[src/rlps_consts.svh]
// Behaviour
// Hold 16-bit destination address; match peers only
// Foreign-address packets tracked, never output serially
// Command-mode echo when enabled; off by default
// Saturating failed-packet counter, cleared by reset
// Saturating 16-bit good-packet counter, cleared by reset
// Sleep transitions never clear receive counters
// Force command prepends wake-up burst next transmission
// Optional XON 0x11 / XOFF 0x13 flow control
// General output pin drives CTS to host
// Threshold reached asserts CTS stop or XOFF
// Streaming initializer only first; periodic forced resync
// Buffer drained gap forces initializer next transmission
// Hop channel 0 to 9, default 0
// Idle time triggers wake-up burst; 0xFFFF disables
// Cyclic sleep listens per interval, stays on burst
// Host keeps idle time below receiver sleep timeout
// Matching 16-bit network tag; upper half factory-only
// Write-only 256-bit key; zero key disables encryption
// Encrypted payload, CRC on ciphertext, 16-byte IV
// Fresh random IV per packet, chained mode
// Key mismatch still outputs undecoded bytes
// Read-only 16-bit hardware revision
// Host enters command mode with guard-time sequence
// Counters step exactly one, never wrap
`ifndef RLPS_CONSTS_SVH
`define RLPS_CONSTS_SVH
`define RLPS_OFF_DEST      8'h00
`define RLPS_OFF_IDLE      8'h03
`define RLPS_OFF_XONOFF    8'h07
`define RLPS_CMD_ECHO_OFF  8'h0a
`define RLPS_CMD_ECHO_ON   8'h0b
`define RLPS_CMD_FORCE_WK  8'h0d
`define RLPS_OFF_FAIL      8'h0f
`define RLPS_OFF_GOOD      8'h10
`define RLPS_OFF_HOP       8'h11
`define RLPS_OFF_FLOW      8'h24
`define RLPS_OFF_TAG       8'h27
`define RLPS_OFF_KEY       8'h3c
`define RLPS_OFF_SYNC      8'h3e
`define RLPS_OFF_HWREV     8'h50
`define RLPS_RST_DEST      16'h0000
`define RLPS_RST_IDLE      16'hffff
`define RLPS_IDLE_OFF      16'hffff
`define RLPS_RST_SYNC      16'h0000
`define RLPS_CNT_MAX       16'hffff
`define RLPS_HOP_MAX       8'h09
`define RLPS_TAG_FACTORY   16'h8000
`define RLPS_XON           8'h11
`define RLPS_XOFF          8'h13
`define RLPS_FLOW_MARGIN   17
`define RLPS_CLK_NS        25
`define RLPS_TICK_MS       10
`define RLPS_IDLE_UNIT_MS  100
`define RLPS_TICK_CYC      (`RLPS_TICK_MS * 1000000 / `RLPS_CLK_NS)
`define RLPS_IDLE_TICKS    (`RLPS_IDLE_UNIT_MS / `RLPS_TICK_MS)
`define RLPS_LISTEN_TICKS  4
`endif

[src/rlps_pkg.sv]
`default_nettype none
package rlps_pkg;
  typedef enum logic [1:0] {
    RLPS_DOZE   = 2'b00,
    RLPS_LISTEN = 2'b01,
    RLPS_AWAKE  = 2'b10
  } rlps_sleep_t;
  typedef enum logic {
    RLPS_TX_IDLE   = 1'b0,
    RLPS_TX_STREAM = 1'b1
  } rlps_tx_t;
endpackage : rlps_pkg
`default_nettype wire

[src/rlps_core.sv]
`include "rlps_consts.svh"
`default_nettype none
module rlps_fifo #(
  parameter int W = 8,
  parameter int D = 4
) (
  input  wire logic         clock,
  input  wire logic         rst,
  input  wire logic         in_valid,
  output logic              in_ready,
  input  wire logic [W-1:0] in_data,
  output logic              out_valid,
  input  wire logic         out_ready,
  output logic [W-1:0]      out_data,
  output logic [$clog2(D+1)-1:0] level
);
  localparam int AW = $clog2(D);
  logic [W-1:0]  mem [D];
  logic [AW-1:0] wp;
  logic [AW-1:0] rp;
  logic          push;
  logic          pop;
  assign in_ready  = (level != D[$clog2(D+1)-1:0]);
  assign out_valid = (level != '0);
  assign push      = in_valid & in_ready;
  assign pop       = out_valid & out_ready;
  assign out_data  = mem[rp];
  always_ff @(posedge clock) begin
    if (push) mem[wp] <= in_data;
  end
  always_ff @(posedge clock or posedge rst) begin
    if (rst) begin
      wp    <= '0;
      rp    <= '0;
      level <= '0;
    end else begin
      if (push) wp <= (wp == AW'(D - 1)) ? '0 : wp + 1'b1;
      if (pop) rp <= (rp == AW'(D - 1)) ? '0 : rp + 1'b1;
      level <= level + (push ? 1'b1 : 1'b0) - (pop ? 1'b1 : 1'b0);
    end
  end
endmodule : rlps_fifo

module rlps_core #(
  parameter int          BUF_DEPTH = 4,
  parameter int          TICK_CYC  = `RLPS_TICK_CYC,
  parameter logic [15:0] TAG_RESET = 16'h1234,  // Arbitrary value
  parameter logic [15:0] HW_REV    = 16'h0a5a   // Arbitrary value
) (
  input  wire logic         clock,
  input  wire logic         rst,
  // Host command port
  input  wire logic         cmd_valid,
  input  wire logic         cmd_write,
  input  wire logic [7:0]   cmd_addr,
  input  wire logic [15:0]  cmd_wdata,
  output logic              rsp_valid,
  output logic [15:0]       rsp_rdata,
  // Host serial data
  input  wire logic         cmd_mode,
  input  wire logic         din_valid,
  output logic              din_ready,
  input  wire logic [7:0]   din_data,
  output logic              dout_valid,
  input  wire logic         dout_ready,
  output logic [7:0]        dout_data,
  output logic              flow_out_pin,
  // Radio transmit side
  output logic              tx_sof,
  output logic              tx_wakeup,
  output logic              tx_init,
  output logic              tx_encrypt,
  output logic [127:0]      tx_iv,
  output logic [255:0]      aes_key,
  output logic              tx_valid,
  input  wire logic         tx_ready,
  output logic [7:0]        tx_data,
  output logic [7:0]        hop_channel,
  output logic [15:0]       network_tag,
  // Radio receive side
  input  wire logic         rx_sop,
  input  wire logic [15:0]  rx_dest,
  input  wire logic [15:0]  rx_tag,
  input  wire logic [7:0]   rx_chan,
  input  wire logic         rx_valid,
  output logic              rx_ready,
  input  wire logic [7:0]   rx_data,
  input  wire logic         rx_good,
  input  wire logic         rx_fail,
  // Cyclic sleep
  input  wire logic         sleep_active,
  input  wire logic         sleep_wake_tick,
  input  wire logic         rx_burst_seen,
  output logic              rx_awake
);
  localparam int LW = $clog2(BUF_DEPTH + 1);
  localparam logic [15:0] FLOW_RST =
    (BUF_DEPTH > `RLPS_FLOW_MARGIN) ? 16'(BUF_DEPTH - `RLPS_FLOW_MARGIN) : 16'h0001;

  logic [15:0]  destination_address;
  logic [15:0]  idle_before_wakeup_burst;
  logic         xon_xoff_enable;
  logic [15:0]  rx_fail_count;
  logic [15:0]  rx_good_count;
  logic [15:0]  flow_threshold;
  logic [15:0]  forced_sync_period;
  logic         echo_on;
  logic         wr;
  logic         rd;
  logic         force_wakeup_burst;

  assign wr = cmd_valid & cmd_write;
  assign rd = cmd_valid & ~cmd_write;
  assign force_wakeup_burst = wr & (cmd_addr == `RLPS_CMD_FORCE_WK);

  always_ff @(posedge clock or posedge rst) begin
    if (rst) begin
      destination_address      <= `RLPS_RST_DEST;
      idle_before_wakeup_burst <= `RLPS_RST_IDLE;
      xon_xoff_enable          <= 1'b0;
      hop_channel              <= 8'h00;
      flow_threshold           <= FLOW_RST;
      network_tag              <= TAG_RESET;
      forced_sync_period       <= `RLPS_RST_SYNC;
      aes_key                  <= '0;
      echo_on                  <= 1'b0;
    end else if (wr) begin
      unique case (cmd_addr)
        `RLPS_OFF_DEST:     destination_address <= cmd_wdata;
        `RLPS_OFF_IDLE:     idle_before_wakeup_burst <= cmd_wdata;
        `RLPS_OFF_XONOFF:   xon_xoff_enable <= cmd_wdata[0];
        `RLPS_OFF_HOP: begin
          if (cmd_wdata <= 16'(`RLPS_HOP_MAX)) hop_channel <= cmd_wdata[7:0];
        end
        `RLPS_OFF_FLOW:     flow_threshold <= cmd_wdata;
        `RLPS_OFF_TAG: begin
          if (cmd_wdata < `RLPS_TAG_FACTORY) network_tag <= cmd_wdata;
        end
        // Key enters 16 bits per write, oldest word ends up most significant
        `RLPS_OFF_KEY:      aes_key <= {aes_key[239:0], cmd_wdata};
        `RLPS_OFF_SYNC:     forced_sync_period <= cmd_wdata;
        `RLPS_CMD_ECHO_OFF: echo_on <= 1'b0;
        `RLPS_CMD_ECHO_ON:  echo_on <= 1'b1;
        default: ;
      endcase
    end
  end

  // Read answer one cycle after the request; key never appears here
  always_ff @(posedge clock or posedge rst) begin
    if (rst) begin
      rsp_valid <= 1'b0;
      rsp_rdata <= 16'h0000;
    end else begin
      rsp_valid <= rd;
      if (rd) begin
        unique case (cmd_addr)
          `RLPS_OFF_DEST:   rsp_rdata <= destination_address;
          `RLPS_OFF_IDLE:   rsp_rdata <= idle_before_wakeup_burst;
          `RLPS_OFF_XONOFF: rsp_rdata <= {15'h0000, xon_xoff_enable};
          `RLPS_OFF_FAIL:   rsp_rdata <= rx_fail_count;
          `RLPS_OFF_GOOD:   rsp_rdata <= rx_good_count;
          `RLPS_OFF_HOP:    rsp_rdata <= {8'h00, hop_channel};
          `RLPS_OFF_FLOW:   rsp_rdata <= flow_threshold;
          `RLPS_OFF_TAG:    rsp_rdata <= network_tag;
          `RLPS_OFF_SYNC:   rsp_rdata <= forced_sync_period;
          `RLPS_OFF_HWREV:  rsp_rdata <= HW_REV;
          default:          rsp_rdata <= 16'h0000;
        endcase
      end
    end
  end

  // Counters: a write loads, and a coincident event still counts on top
  // No sleep input reaches these registers
  always_ff @(posedge clock or posedge rst) begin
    if (rst) begin
      rx_fail_count <= 16'h0000;
      rx_good_count <= 16'h0000;
    end else begin
      if (wr && cmd_addr == `RLPS_OFF_FAIL)
        rx_fail_count <= cmd_wdata + 16'((rx_fail && cmd_wdata != `RLPS_CNT_MAX) ? 1 : 0);
      else if (rx_fail && rx_fail_count != `RLPS_CNT_MAX)
        rx_fail_count <= rx_fail_count + 16'h0001;
      if (wr && cmd_addr == `RLPS_OFF_GOOD)
        rx_good_count <= cmd_wdata + 16'((rx_good && cmd_wdata != `RLPS_CNT_MAX) ? 1 : 0);
      else if (rx_good && rx_good_count != `RLPS_CNT_MAX)
        rx_good_count <= rx_good_count + 16'h0001;
    end
  end

  // 10 ms tick divider
  logic [$clog2(TICK_CYC)-1:0] div_cnt;
  logic tick;
  assign tick = (div_cnt == ($clog2(TICK_CYC))'(TICK_CYC - 1));
  always_ff @(posedge clock or posedge rst) begin
    if (rst) div_cnt <= '0;
    else div_cnt <= tick ? '0 : div_cnt + 1'b1;
  end

  // Serial input buffer
  logic          f_in_valid;
  logic          f_in_ready;
  logic          f_out_valid;
  logic [7:0]    f_out_data;
  logic [LW-1:0] f_level;
  logic          echo_pend;
  logic [7:0]    echo_byte;
  assign f_in_valid = din_valid & ~cmd_mode;
  assign din_ready  = cmd_mode ? ~echo_pend : f_in_ready;
  rlps_fifo #(.W(8), .D(BUF_DEPTH)) rlps_fifo_i (
    .clock     (clock),
    .rst       (rst),
    .in_valid  (f_in_valid),
    .in_ready  (f_in_ready),
    .in_data   (din_data),
    .out_valid (f_out_valid),
    .out_ready (tx_ready),
    .out_data  (f_out_data),
    .level     (f_level)
  );
  assign tx_valid = f_out_valid;
  assign tx_data  = f_out_data;

  // Flow control
  logic stop;
  logic xoff_pend;
  logic xon_pend;
  assign stop = (16'(f_level) >= flow_threshold);
  always_ff @(posedge clock or posedge rst) begin
    if (rst) flow_out_pin <= 1'b0;
    else flow_out_pin <= stop;
  end

  // Output byte register; flow bytes first, then echo, then radio data
  logic load;
  logic take_flow;
  logic take_echo;
  logic rx_match;
  logic rx_keep;
  assign load      = ~dout_valid | dout_ready;
  assign take_flow = load & (xoff_pend | xon_pend);
  assign take_echo = load & ~take_flow & echo_pend;
  // Matching packets pass even when the cipher key differs
  assign rx_match  = (rx_dest == destination_address) && (rx_tag == network_tag)
                     && (rx_chan == hop_channel);
  // Foreign packets are consumed at full rate to stay in step
  assign rx_ready  = ~rx_keep | (load & ~take_flow & ~echo_pend);
  always_ff @(posedge clock or posedge rst) begin
    if (rst) rx_keep <= 1'b0;
    else if (rx_sop) rx_keep <= rx_match;
  end

  always_ff @(posedge clock or posedge rst) begin
    if (rst) begin
      dout_valid <= 1'b0;
      dout_data  <= 8'h00;
    end else if (load) begin
      dout_valid <= take_flow | take_echo | (rx_valid & rx_keep);
      if (take_flow) dout_data <= xoff_pend ? `RLPS_XOFF : `RLPS_XON;
      else if (take_echo) dout_data <= echo_byte;
      else dout_data <= rx_data;
    end
  end

  logic stop_d;
  always_ff @(posedge clock or posedge rst) begin
    if (rst) begin
      stop_d    <= 1'b0;
      xoff_pend <= 1'b0;
      xon_pend  <= 1'b0;
    end else begin
      stop_d <= stop;
      if (xon_xoff_enable && stop && !stop_d) begin
        xoff_pend <= 1'b1;
        xon_pend  <= 1'b0;
      end else if (xon_xoff_enable && !stop && stop_d) begin
        xon_pend  <= 1'b1;
        xoff_pend <= 1'b0;
      end else if (take_flow) begin
        xoff_pend <= 1'b0;
        xon_pend  <= 1'b0;
      end
    end
  end

  always_ff @(posedge clock or posedge rst) begin
    if (rst) begin
      echo_pend <= 1'b0;
      echo_byte <= 8'h00;
    end else if (cmd_mode && echo_on && din_valid && !echo_pend) begin
      echo_pend <= 1'b1;
      echo_byte <= din_data;
    end else if (take_echo) begin
      echo_pend <= 1'b0;
    end
  end

  // Transmit packet framing
  rlps_pkg::rlps_tx_t tx_state;
  assign tx_sof = f_out_valid & (tx_state == rlps_pkg::RLPS_TX_IDLE);
  always_ff @(posedge clock or posedge rst) begin
    if (rst) tx_state <= rlps_pkg::RLPS_TX_IDLE;
    else if (tx_sof) tx_state <= rlps_pkg::RLPS_TX_STREAM;
    else if (!f_out_valid) tx_state <= rlps_pkg::RLPS_TX_IDLE;
  end

  // Initializer request; a new request beats the clear at frame start
  logic [15:0] sync_cnt;
  logic        sync_hit;
  assign sync_hit = tick && forced_sync_period != 16'h0000
                    && tx_state == rlps_pkg::RLPS_TX_STREAM
                    && sync_cnt + 16'h0001 >= forced_sync_period;
  always_ff @(posedge clock or posedge rst) begin
    if (rst) sync_cnt <= 16'h0000;
    else if (tx_state == rlps_pkg::RLPS_TX_IDLE || sync_hit) sync_cnt <= 16'h0000;
    else if (tick) sync_cnt <= sync_cnt + 16'h0001;
  end
  always_ff @(posedge clock or posedge rst) begin
    if (rst) tx_init <= 1'b1;
    else if (!f_out_valid || sync_hit) tx_init <= 1'b1;
    else if (tx_sof) tx_init <= 1'b0;
  end

  // Idle timer in 100 ms units for the wake-up burst
  logic        traffic;
  logic [3:0]  unit_ticks;
  logic [15:0] idle_units;
  logic        idle_hit;
  assign traffic  = f_in_valid | f_out_valid | rx_valid | rx_sop;
  assign idle_hit = idle_before_wakeup_burst != `RLPS_IDLE_OFF
                    && idle_units >= idle_before_wakeup_burst;
  always_ff @(posedge clock or posedge rst) begin
    if (rst) begin
      unit_ticks <= 4'h0;
      idle_units <= 16'h0000;
    end else if (traffic) begin
      unit_ticks <= 4'h0;
      idle_units <= 16'h0000;
    end else if (tick) begin
      if (unit_ticks == 4'(`RLPS_IDLE_TICKS - 1)) begin
        unit_ticks <= 4'h0;
        if (idle_units != `RLPS_CNT_MAX) idle_units <= idle_units + 16'h0001;
      end else begin
        unit_ticks <= unit_ticks + 4'h1;
      end
    end
  end
  always_ff @(posedge clock or posedge rst) begin
    if (rst) tx_wakeup <= 1'b0;
    else if (force_wakeup_burst || idle_hit) tx_wakeup <= 1'b1;
    else if (tx_sof) tx_wakeup <= 1'b0;
  end

  // Encryption: per-packet IV from a free-running LFSR
  logic [127:0] lfsr;
  assign tx_encrypt = |aes_key;
  always_ff @(posedge clock or posedge rst) begin
    if (rst) begin
      lfsr  <= 128'h1;
      tx_iv <= '0;
    end else begin
      lfsr <= {lfsr[126:0], lfsr[127] ^ lfsr[6] ^ lfsr[1] ^ lfsr[0]};
      if (tx_sof) tx_iv <= lfsr;
    end
  end

  // Cyclic sleep listener
  rlps_pkg::rlps_sleep_t slp;
  logic [2:0] listen_cnt;
  assign rx_awake = ~sleep_active | (slp != rlps_pkg::RLPS_DOZE);
  always_ff @(posedge clock or posedge rst) begin
    if (rst) begin
      slp        <= rlps_pkg::RLPS_DOZE;
      listen_cnt <= 3'h0;
    end else if (!sleep_active) begin
      slp <= rlps_pkg::RLPS_DOZE;
    end else begin
      unique case (slp)
        rlps_pkg::RLPS_DOZE: begin
          if (sleep_wake_tick) begin
            slp        <= rlps_pkg::RLPS_LISTEN;
            listen_cnt <= 3'h0;
          end
        end
        rlps_pkg::RLPS_LISTEN: begin
          if (rx_burst_seen) slp <= rlps_pkg::RLPS_AWAKE;
          else if (tick) begin
            if (listen_cnt == 3'(`RLPS_LISTEN_TICKS - 1)) slp <= rlps_pkg::RLPS_DOZE;
            else listen_cnt <= listen_cnt + 3'h1;
          end
        end
        rlps_pkg::RLPS_AWAKE: begin
          if (sleep_wake_tick && !traffic) slp <= rlps_pkg::RLPS_LISTEN;
        end
        default: slp <= rlps_pkg::RLPS_DOZE;
      endcase
    end
  end
endmodule : rlps_core
`default_nettype wire

[config.mk]
export PLATFORM = sky130hd
export DESIGN_NAME = rlps_core
export DESIGN_NICKNAME = d
export VERILOG_FILES = /design/src/rlps_pkg.sv /design/src/rlps_core.sv
export VERILOG_INCLUDE_DIRS = /design/src
export SDC_FILE = /design/constraint.sdc
export NUM_CORES = 1
export LEC_CHECK = 0
export BUFFER_PORTS_ARGS = -buffer_cell sky130_fd_sc_hd__buf_4
export CAP_MARGIN = 10
export CORE_MARGIN = 2
export CORE_UTILIZATION = 35
export CTS_BUF_LIST = sky130_fd_sc_hd__clkbuf_8
export CTS_CLUSTER_DIAMETER = 200
export CTS_CLUSTER_SIZE = 30
export DETAILED_ROUTE_END_ITERATION = 10
export PLACE_DENSITY = 0.59
export SETUP_SLACK_MARGIN = 0.5
export SLEW_MARGIN = 5
export SYNTH_ARGS = -nofsm -noshare
export SYNTH_HDL_FRONTEND = slang
export SYNTH_SLANG_ARGS = --single-unit
[constraint.sdc]
create_clock -name clock -period 64.2 [get_ports clock]
set_input_delay 3.21 -clock clock [delete_from_list [all_inputs] [get_ports clock]]
set_output_delay 3.21 -clock clock [all_outputs]
set_load 0.005 [all_outputs]
==> out/summary.txt, run 1 <==
Startpoint Class -> input port
Final Net Count -> 3118
DRT Pass-1 Iters -> 5
Top FF cell, synth -> dfrtp_1
DP Worst Slack -> 56.51 ns
Post-synth top area cell -> dfrtp_1
CTS tree -> built
Total gr overflow -> 0
Worst-path maximum fanout -> 10
Pwr/cell area -> 21.2 nW/um^2
Area grow syn2layout -> 17.6%
Slew Limit Headroom -> 0.250
DR DRC count -> 0
Critical path class -> in2out
Worst skew pair latency -> 0.77 ns
Synthesized area per cell -> 13.2 sq um
Post-synthesis sequential area ratio -> 0.595
CTS Buffer Depth -> 3
FP Rows -> 112
EDFF count, synth -> 32
Avg WL per Cell -> 23.3 microns
WL met2 -> 45700 microns
Worst-path clk slew -> 0.20 ns
CP Data Arrival Time -> 4.47 ns
Die Wd -> 311 microns
Core ar. -> 93300 sq um
Synthesized area -> 32900 sq um
First-pass GRT wire length -> 149000 microns
Layout cell share with drive strength beyond 1 -> 0.369
Post-DP HPWL -> 72700 microns
Setup TNS -> 0 ns
Post-CTS Setup Inserts -> 0
YS warnings -> 0
# Max-Cap Violations -> 0
Number of DRC markers in iteration 0 -> 1760
Synth Instances -> 2488
Wl on met1 -> 42900 microns
Reg area -> 19600 sq um
Area share of the largest cell type after synthesis -> 0.547
Hold/Removal Path Class -> reg2reg
VDD IR max -> 0.0000193 V
Initial core utilization -> 0.353
Setup WS post-layout -> 56.52 ns
CTS resizes -> 0
Min cycle time layout -> 7.68 ns
Clk sinks -> 775
Fraction of registers with async set/reset -> 0.959
Largest net degree at the start of global routing -> 126
Max layer used -> met5
Final hold violation count -> 0
Via count -> 22200
CP endpoint kind -> output port
DIE AREA -> 96500 sq um
CTS Buf Count -> 29
Cell variety after synth -> 83
Area taken by multi-input logic gates -> 12500 sq um
Synth area leaders -> dfrtp_1 55%, mux2_2 15%, edfxtp_1 2.9%, xnor2_1 2.4%, ha_1 2.1%
Tot GR Track Use -> 0.200
GPL Wtd Cong -> 0.890
Static leakage -> 18.9 nW
Hold_buf cts -> 0
Vias/cell -> 5.23
Unrepaired setup endpoints after global routing -> false
Final worst-path cycle share -> 0.120
Detail Route Antenna Nets -> 0
Initial antenna violation count -> 17
Dpl cell area -> 38200 sq um
Total Routed Length -> 98800 microns
WL met3 -> 7520 microns
FILL cells -> 8966
PortBufs -> 545
Finished layout cell area -> 38700 sq um
Slew @ Worst Pin -> 1.12 ns
H-tree levels -> 1
Vias in the first global route -> 22100
Post-Syn Nets -> 2639
Ports -> 546
Root buffer cell -> clkbuf_8
Outcome -> complete, no violations
#FFs+latches synth -> 775
Achievable Freq -> 0.130 GHz
Die extent in y -> 311 microns
Final setup fails -> 0
Slew Viols, Final -> 0
Critical Path RT -> 60.99 ns
Clock Skew -> 0.0269 ns
-- layer usage --
metal	GRT usage	vias up
met4	0.0483	28
met2	0.318	642
met3	0.0511	128
li1	-	10000
met5	0	-
met1	0.273	11400
-- kinds of logic (layout without fill, tap and decap cells) --
kind of cell    count (synthesis)  after routing  synth area share
other cells                     0              1                 0
fa+ha+maj                      56             56            0.0215
mux                           508            508             0.175
flops                         775            775             0.595
simple gates                  580            580            0.0962
xor+xnor                      133            133            0.0354
compound gates                251            251            0.0513
buf+inv                       185            687            0.0253
-- worst paths after layout --
path	startpoint	to	slack, ns	cells after the start
max	dout_ready	rx_ready	56.52	5
min	lfsr[84]	lfsr[85]	0.37	0
max reg2reg	sync_cnt[0]	sync_cnt[4]	60.49	11
min reg2reg	lfsr[84]	lfsr[85]	0.37	0
max in group asynchronous	rst	rsp_rdata[10]	58.63	5
min in group asynchronous	rst	lfsr[71]	2.56	2
-- sequential cells by signal, indices dropped and copies added (netlist names), 19 cells and up --
signal / flops
rlps_fifo_i.mem: 32
tx_iv: 128
lfsr: 128
aes_key: 256
div_cnt: 19
-- power by group --
group | total [mW] | switching [mW] | internal, mW
registers | 0.524 | 0.0187 | 0.506
logic | 0.105 | 0.0594 | 0.0452
clock network | 0.193 | 0.150 | 0.0434
-- critical path, stage by stage --
cell and delay, ns:
buf_4 0.11, nor2b_1 0.49, or3_1 0.38, o21ai_0 0.12
buf_4 0.16
-- layout by cell type (no fill, tap or decap), types with 10 or more instances in the layout --
master,instances
a21o_1,10
a21oi_1,43
a22o_1,13
a22oi_1,27
and2_1,22
and3_1,25
and4_1,21
buf_4,565
clkbuf_8,29
dfrtp_1,719
dfstp_2,24
edfxtp_1,32
ha_1,55
inv_1,88
mux2_1,18
mux2_2,451
mux2i_1,31
nand2_1,119
nand2b_1,10
nand3_1,79
nand4_1,59
nor2_1,63
nor3_1,26
nor4_1,96
o21ai_0,72
or3_1,16
xnor2_1,90
xor2_1,43
-- metrics by stage --
step                      hold WS, ns  total power [mW]   util  std cells
after CTS                       0.354             0.835  0.415       4244
after floorplan                 0.349             0.597      -       2488
after global placement          0.353             0.639  0.409       4190
after global routing            0.375             0.862  0.415       4245
final                           0.367             0.822  0.415       4245
after detailed placement        0.354             0.640  0.409       4190
-- Yosys cell counts (4+ instances only) --
cell type and count:
o211a_1 5, mux2_1 18, a32oi_1 5, o21ai_0 72, dfrtp_1 719, a41oi_1 4, dfstp_2 24, and3_1 26
nor3_1 27, nor4_1 99, buf_1 5, buf_2 24, o211ai_1 7, nand3_1 79, nor2b_1 8, mux4_2 8
a21oi_1 43, or3_1 16, o21ai_1 7, inv_1 66, nand4_1 59, or4_1 6, clkbuf_1 61, buf_4 27
a221oi_1 4, xor2_1 43, and4_1 21, ha_1 55, a21o_1 10, o31ai_1 5, edfxtp_1 32, a31oi_1 5
mux2i_1 31, mux2_2 451, nand2_1 119, nand2b_1 10, a22o_1 13, nor2_1 63, xnor2_1 90, a22oi_1 27
a211oi_1 7, and2_1 22
-- area by class of cell --
| cell class | count | share of cell area |
|---|---|---|
| Clock inverter | 25 | 0.00268 |
| Multi-Input combinational cell | 1528 | 0.324 |
| Clock buffer | 29 | 0.0103 |
| Sequential cell | 775 | 0.506 |
| Tap cell | 1254 | 0.0405 |
| Antenna cell | 1 | 0.0000646 |
| Inverter | 67 | 0.00676 |
| Timing Repair Buffer | 566 | 0.110 |
No activity file was read; power rests on OpenSTA's default activity.
==> run 2: changes to the inputs <==
- ABC_AREA: not set -> 1
- PLACE_DENSITY: 0.59 -> 0.61
- clock period: 64.2 -> 6.29 ns (I/O delays scaled with it)
==> out/summary.txt, run 2 <==
Via count -> 26200
DR DRC count -> 0
Cell variety after synth -> 51
Hold Path Origin -> cmd_addr[5]
Max reg flops -> 256
Total Routed Length -> 99800 microns
Most frequent cells in the layout -> 986 x nand2_1, 719 x dfrtp_1, 561 x buf_4
Total power -> 8.47 mW
Dpl cell area -> 38600 sq um
Finished layout cell area -> 39500 sq um
Number of DRC markers in iteration 0 -> 2237
Slowest Stage Delay on Critical Path -> 0.60 ns
Commonest non-fill, non-tap cell in the layout -> nand2_1
CP endpoint kind -> output port
Root buffer cell -> clkbuf_8
Pwr/cell area -> 214 nW/um^2
Detail Route Antenna Nets -> 0
Slew Limit Headroom -> 0.235
Hold Crit Endpoint -> xon_xoff_enable
Final Net Count -> 4233
Startpoint Class -> flip-flop
First-pass GRT wire length -> 152000 microns
CP most frequent cell -> nor2_1
Worst hold slack -> 0.0506 ns
Worst skew pair latency -> 0.76 ns
Tot GR Track Use -> 0.199
Final worst-path cycle share -> 0.496
Static leakage -> 20.0 nW
GPL Wtd Cong -> 0.932
FP Rows -> 113
H-tree levels -> 1
DIE AREA -> 97400 sq um
DRT Pass-1 Iters -> 5
Simple-gate area share of the yosys netlist -> 0.192
Setup TNS -> 0 ns
Post-Synth XOR/XNOR Area -> 0.0158
Clock Skew -> 0.0397 ns
Post-synth top cells -> 986 x nand2_1, 719 x dfrtp_1, 396 x inv_1, 279 x o21ai_0, 209 x nor2_1
CTS resizes -> 0
Outcome -> complete, no violations
CP Data Arrival Time -> 2.81 ns
Vias in the first global route -> 25300
Core ar. -> 94600 sq um
Slew @ Worst Pin -> 1.12 ns
Final setup fails -> 0
Hold depth -> 6
Initial antenna violation count -> 3
Avg WL per Cell -> 18.6 microns
Synthesized area per cell -> 9.34 sq um
Reg-to-reg critical path startpoint -> rlps_fifo_i.level[1]
Top reg by flops -> aes_key
Synth area leaders -> dfrtp_1 54%, nand2_1 11%, inv_1 4.5%, o21ai_0 4.2%, mux2_2 3.8%
Clk sinks -> 775
Post-synthesis adder-cell area fraction -> 0.0213
Total gr overflow -> 0
EDFF count, synth -> 32
R2R Setup Slk -> 3.30 ns
VDD IR max -> 0.000193 V
Most numerous cell in the Yosys netlist -> nand2_1
Achievable Freq -> 0.321 GHz
Layout cell share with drive strength beyond 1 -> 0.188
Post-Syn Nets -> 3711
Final hold violation count -> 0
Synthesized area -> 33200 sq um
Fraction of registers with async set/reset -> 0.959
Min cycle time layout -> 3.12 ns
CTS tree -> built
Die extent in y -> 312 microns
Post-CTS Setup Inserts -> 0
Biggest regs -> aes_key (256), lfsr (128), tx_iv (128)
Mux share of post-synthesis cell area -> 0.0376
Worst-path maximum fanout -> 4
Post-synthesis sequential area ratio -> 0.589
PortBufs -> 545
Post-synth top area cell -> dfrtp_1
Area grow syn2layout -> 19.0%
Critical Path RT -> 5.98 ns
FF-to-FF path depth -> 8
Die Wd -> 312 microns
Synth Area in Compound Gates -> 0.0809
Slowest-stage cell, CP -> nor4_1
Hold_buf cts -> 44
Top FF cell, synth -> dfrtp_1
#FFs+latches synth -> 775
Largest net degree at the start of global routing -> 214
Synth Instances -> 3560
Hold/Removal Path Class -> in2reg
CTS Buf Count -> 29
Unrepaired setup endpoints after global routing -> false
YS warnings -> 0
Largest family of logic cells by synthesized area -> simple AND/OR/NAND/NOR gates
Worst-path clk slew -> 0.19 ns
Layout Cells excl Fill -> 5373
Post-DP HPWL -> 74200 microns
Initial core utilization -> 0.351
# Max-Cap Violations -> 0
Slew Viols, Final -> 0
Crit path cell chain -> nor4_1 > nand4_1 > nor2_1 > nand3_1 > nor2_1 > nand2_1 > buf_4
CTS Buffer Depth -> 3
Placed cells -> 5272
Critical path class -> reg2out
Vias/cell -> 4.88
Ports -> 546
Area share of the largest cell type after synthesis -> 0.541
FF-to-FF End -> tx_iv[70]
==> run 2: cells by family after synthesis <==
group,after synthesis
AOI/OAI and AO/OA,501
xor gates and xnor gates,60
adders and majority gates,56
buffers and inverters,529
DFF,775
muxes,111
and+or+nand+nor,1528
==> run 2: cell type report <==
| type | instances | area [sq um] |
|---|---|---|
| multi-input combinational | 2256 | 11600 |
| clock buffer | 29 | 399 |
| timing repair buffer | 610 | 4750 |
| fill | 9338 | 55000 |
| antenna | 3 | 7.51 |
| tap | 1265 | 1580 |
| sequential | 775 | 19600 |
| inverter | 410 | 1550 |
| clock inverter | 25 | 100 |
==> run 2: critical path: cells and delay by family (launching register included) <==
| family | cells | cell delay, ns |
|---|---|---|
| and+or+nand+nor | 6 | 1.37 |
| DFF | 1 | 0.53 |
| buffers and inverters | 1 | 0.16 |
==> run 2: how the worst max path moves through the flow <==
stage	from	to	slack [ns]	depth (start not counted)
6_report	aes_key[152]	tx_encrypt	3.17	7
5_1_grt	rlps_fifo_i.level[1]	tx_iv[74]	2.99	8
4_1_cts	aes_key[152]	tx_encrypt	3.10	7
3_5_place_dp	cmd_valid	aes_key[148]	3.18	7
3_3_place_gp	cmd_valid	aes_key[216]	3.18	7
2_1_floorplan	rst	aes_key[0]	-4.19	1
==> run 2: per-stage QoR <==
stage | utilization | setup slack, ns
global route | 0.418 | 2.99
global placement | 0.408 | 3.18
finish | 0.418 | 3.17
floorplan | - | -4.19
detailed placement | 0.408 | 3.18
CTS | 0.418 | 3.10
==> run 2: layer usage <==
metal	vias up	wire, microns	share of wire	global-route usage
met2	753	49900	0.50	0.347
met5	-	23	0.00023	0
met3	135	5700	0.057	0.0273
li1	12600	-	-	-
met4	4	2870	0.029	0.0587
met1	12700	41300	0.41	0.257
==> run 2: power by group <==
group          internal (mW)  leakage (nW)  switching, mW  total [mW]
logic                  0.394          9.22          0.804        1.20
registers               5.17          10.4          0.153        5.32
clock network          0.440         0.336           1.51        1.95
total                   6.00          20.0           2.47        8.47
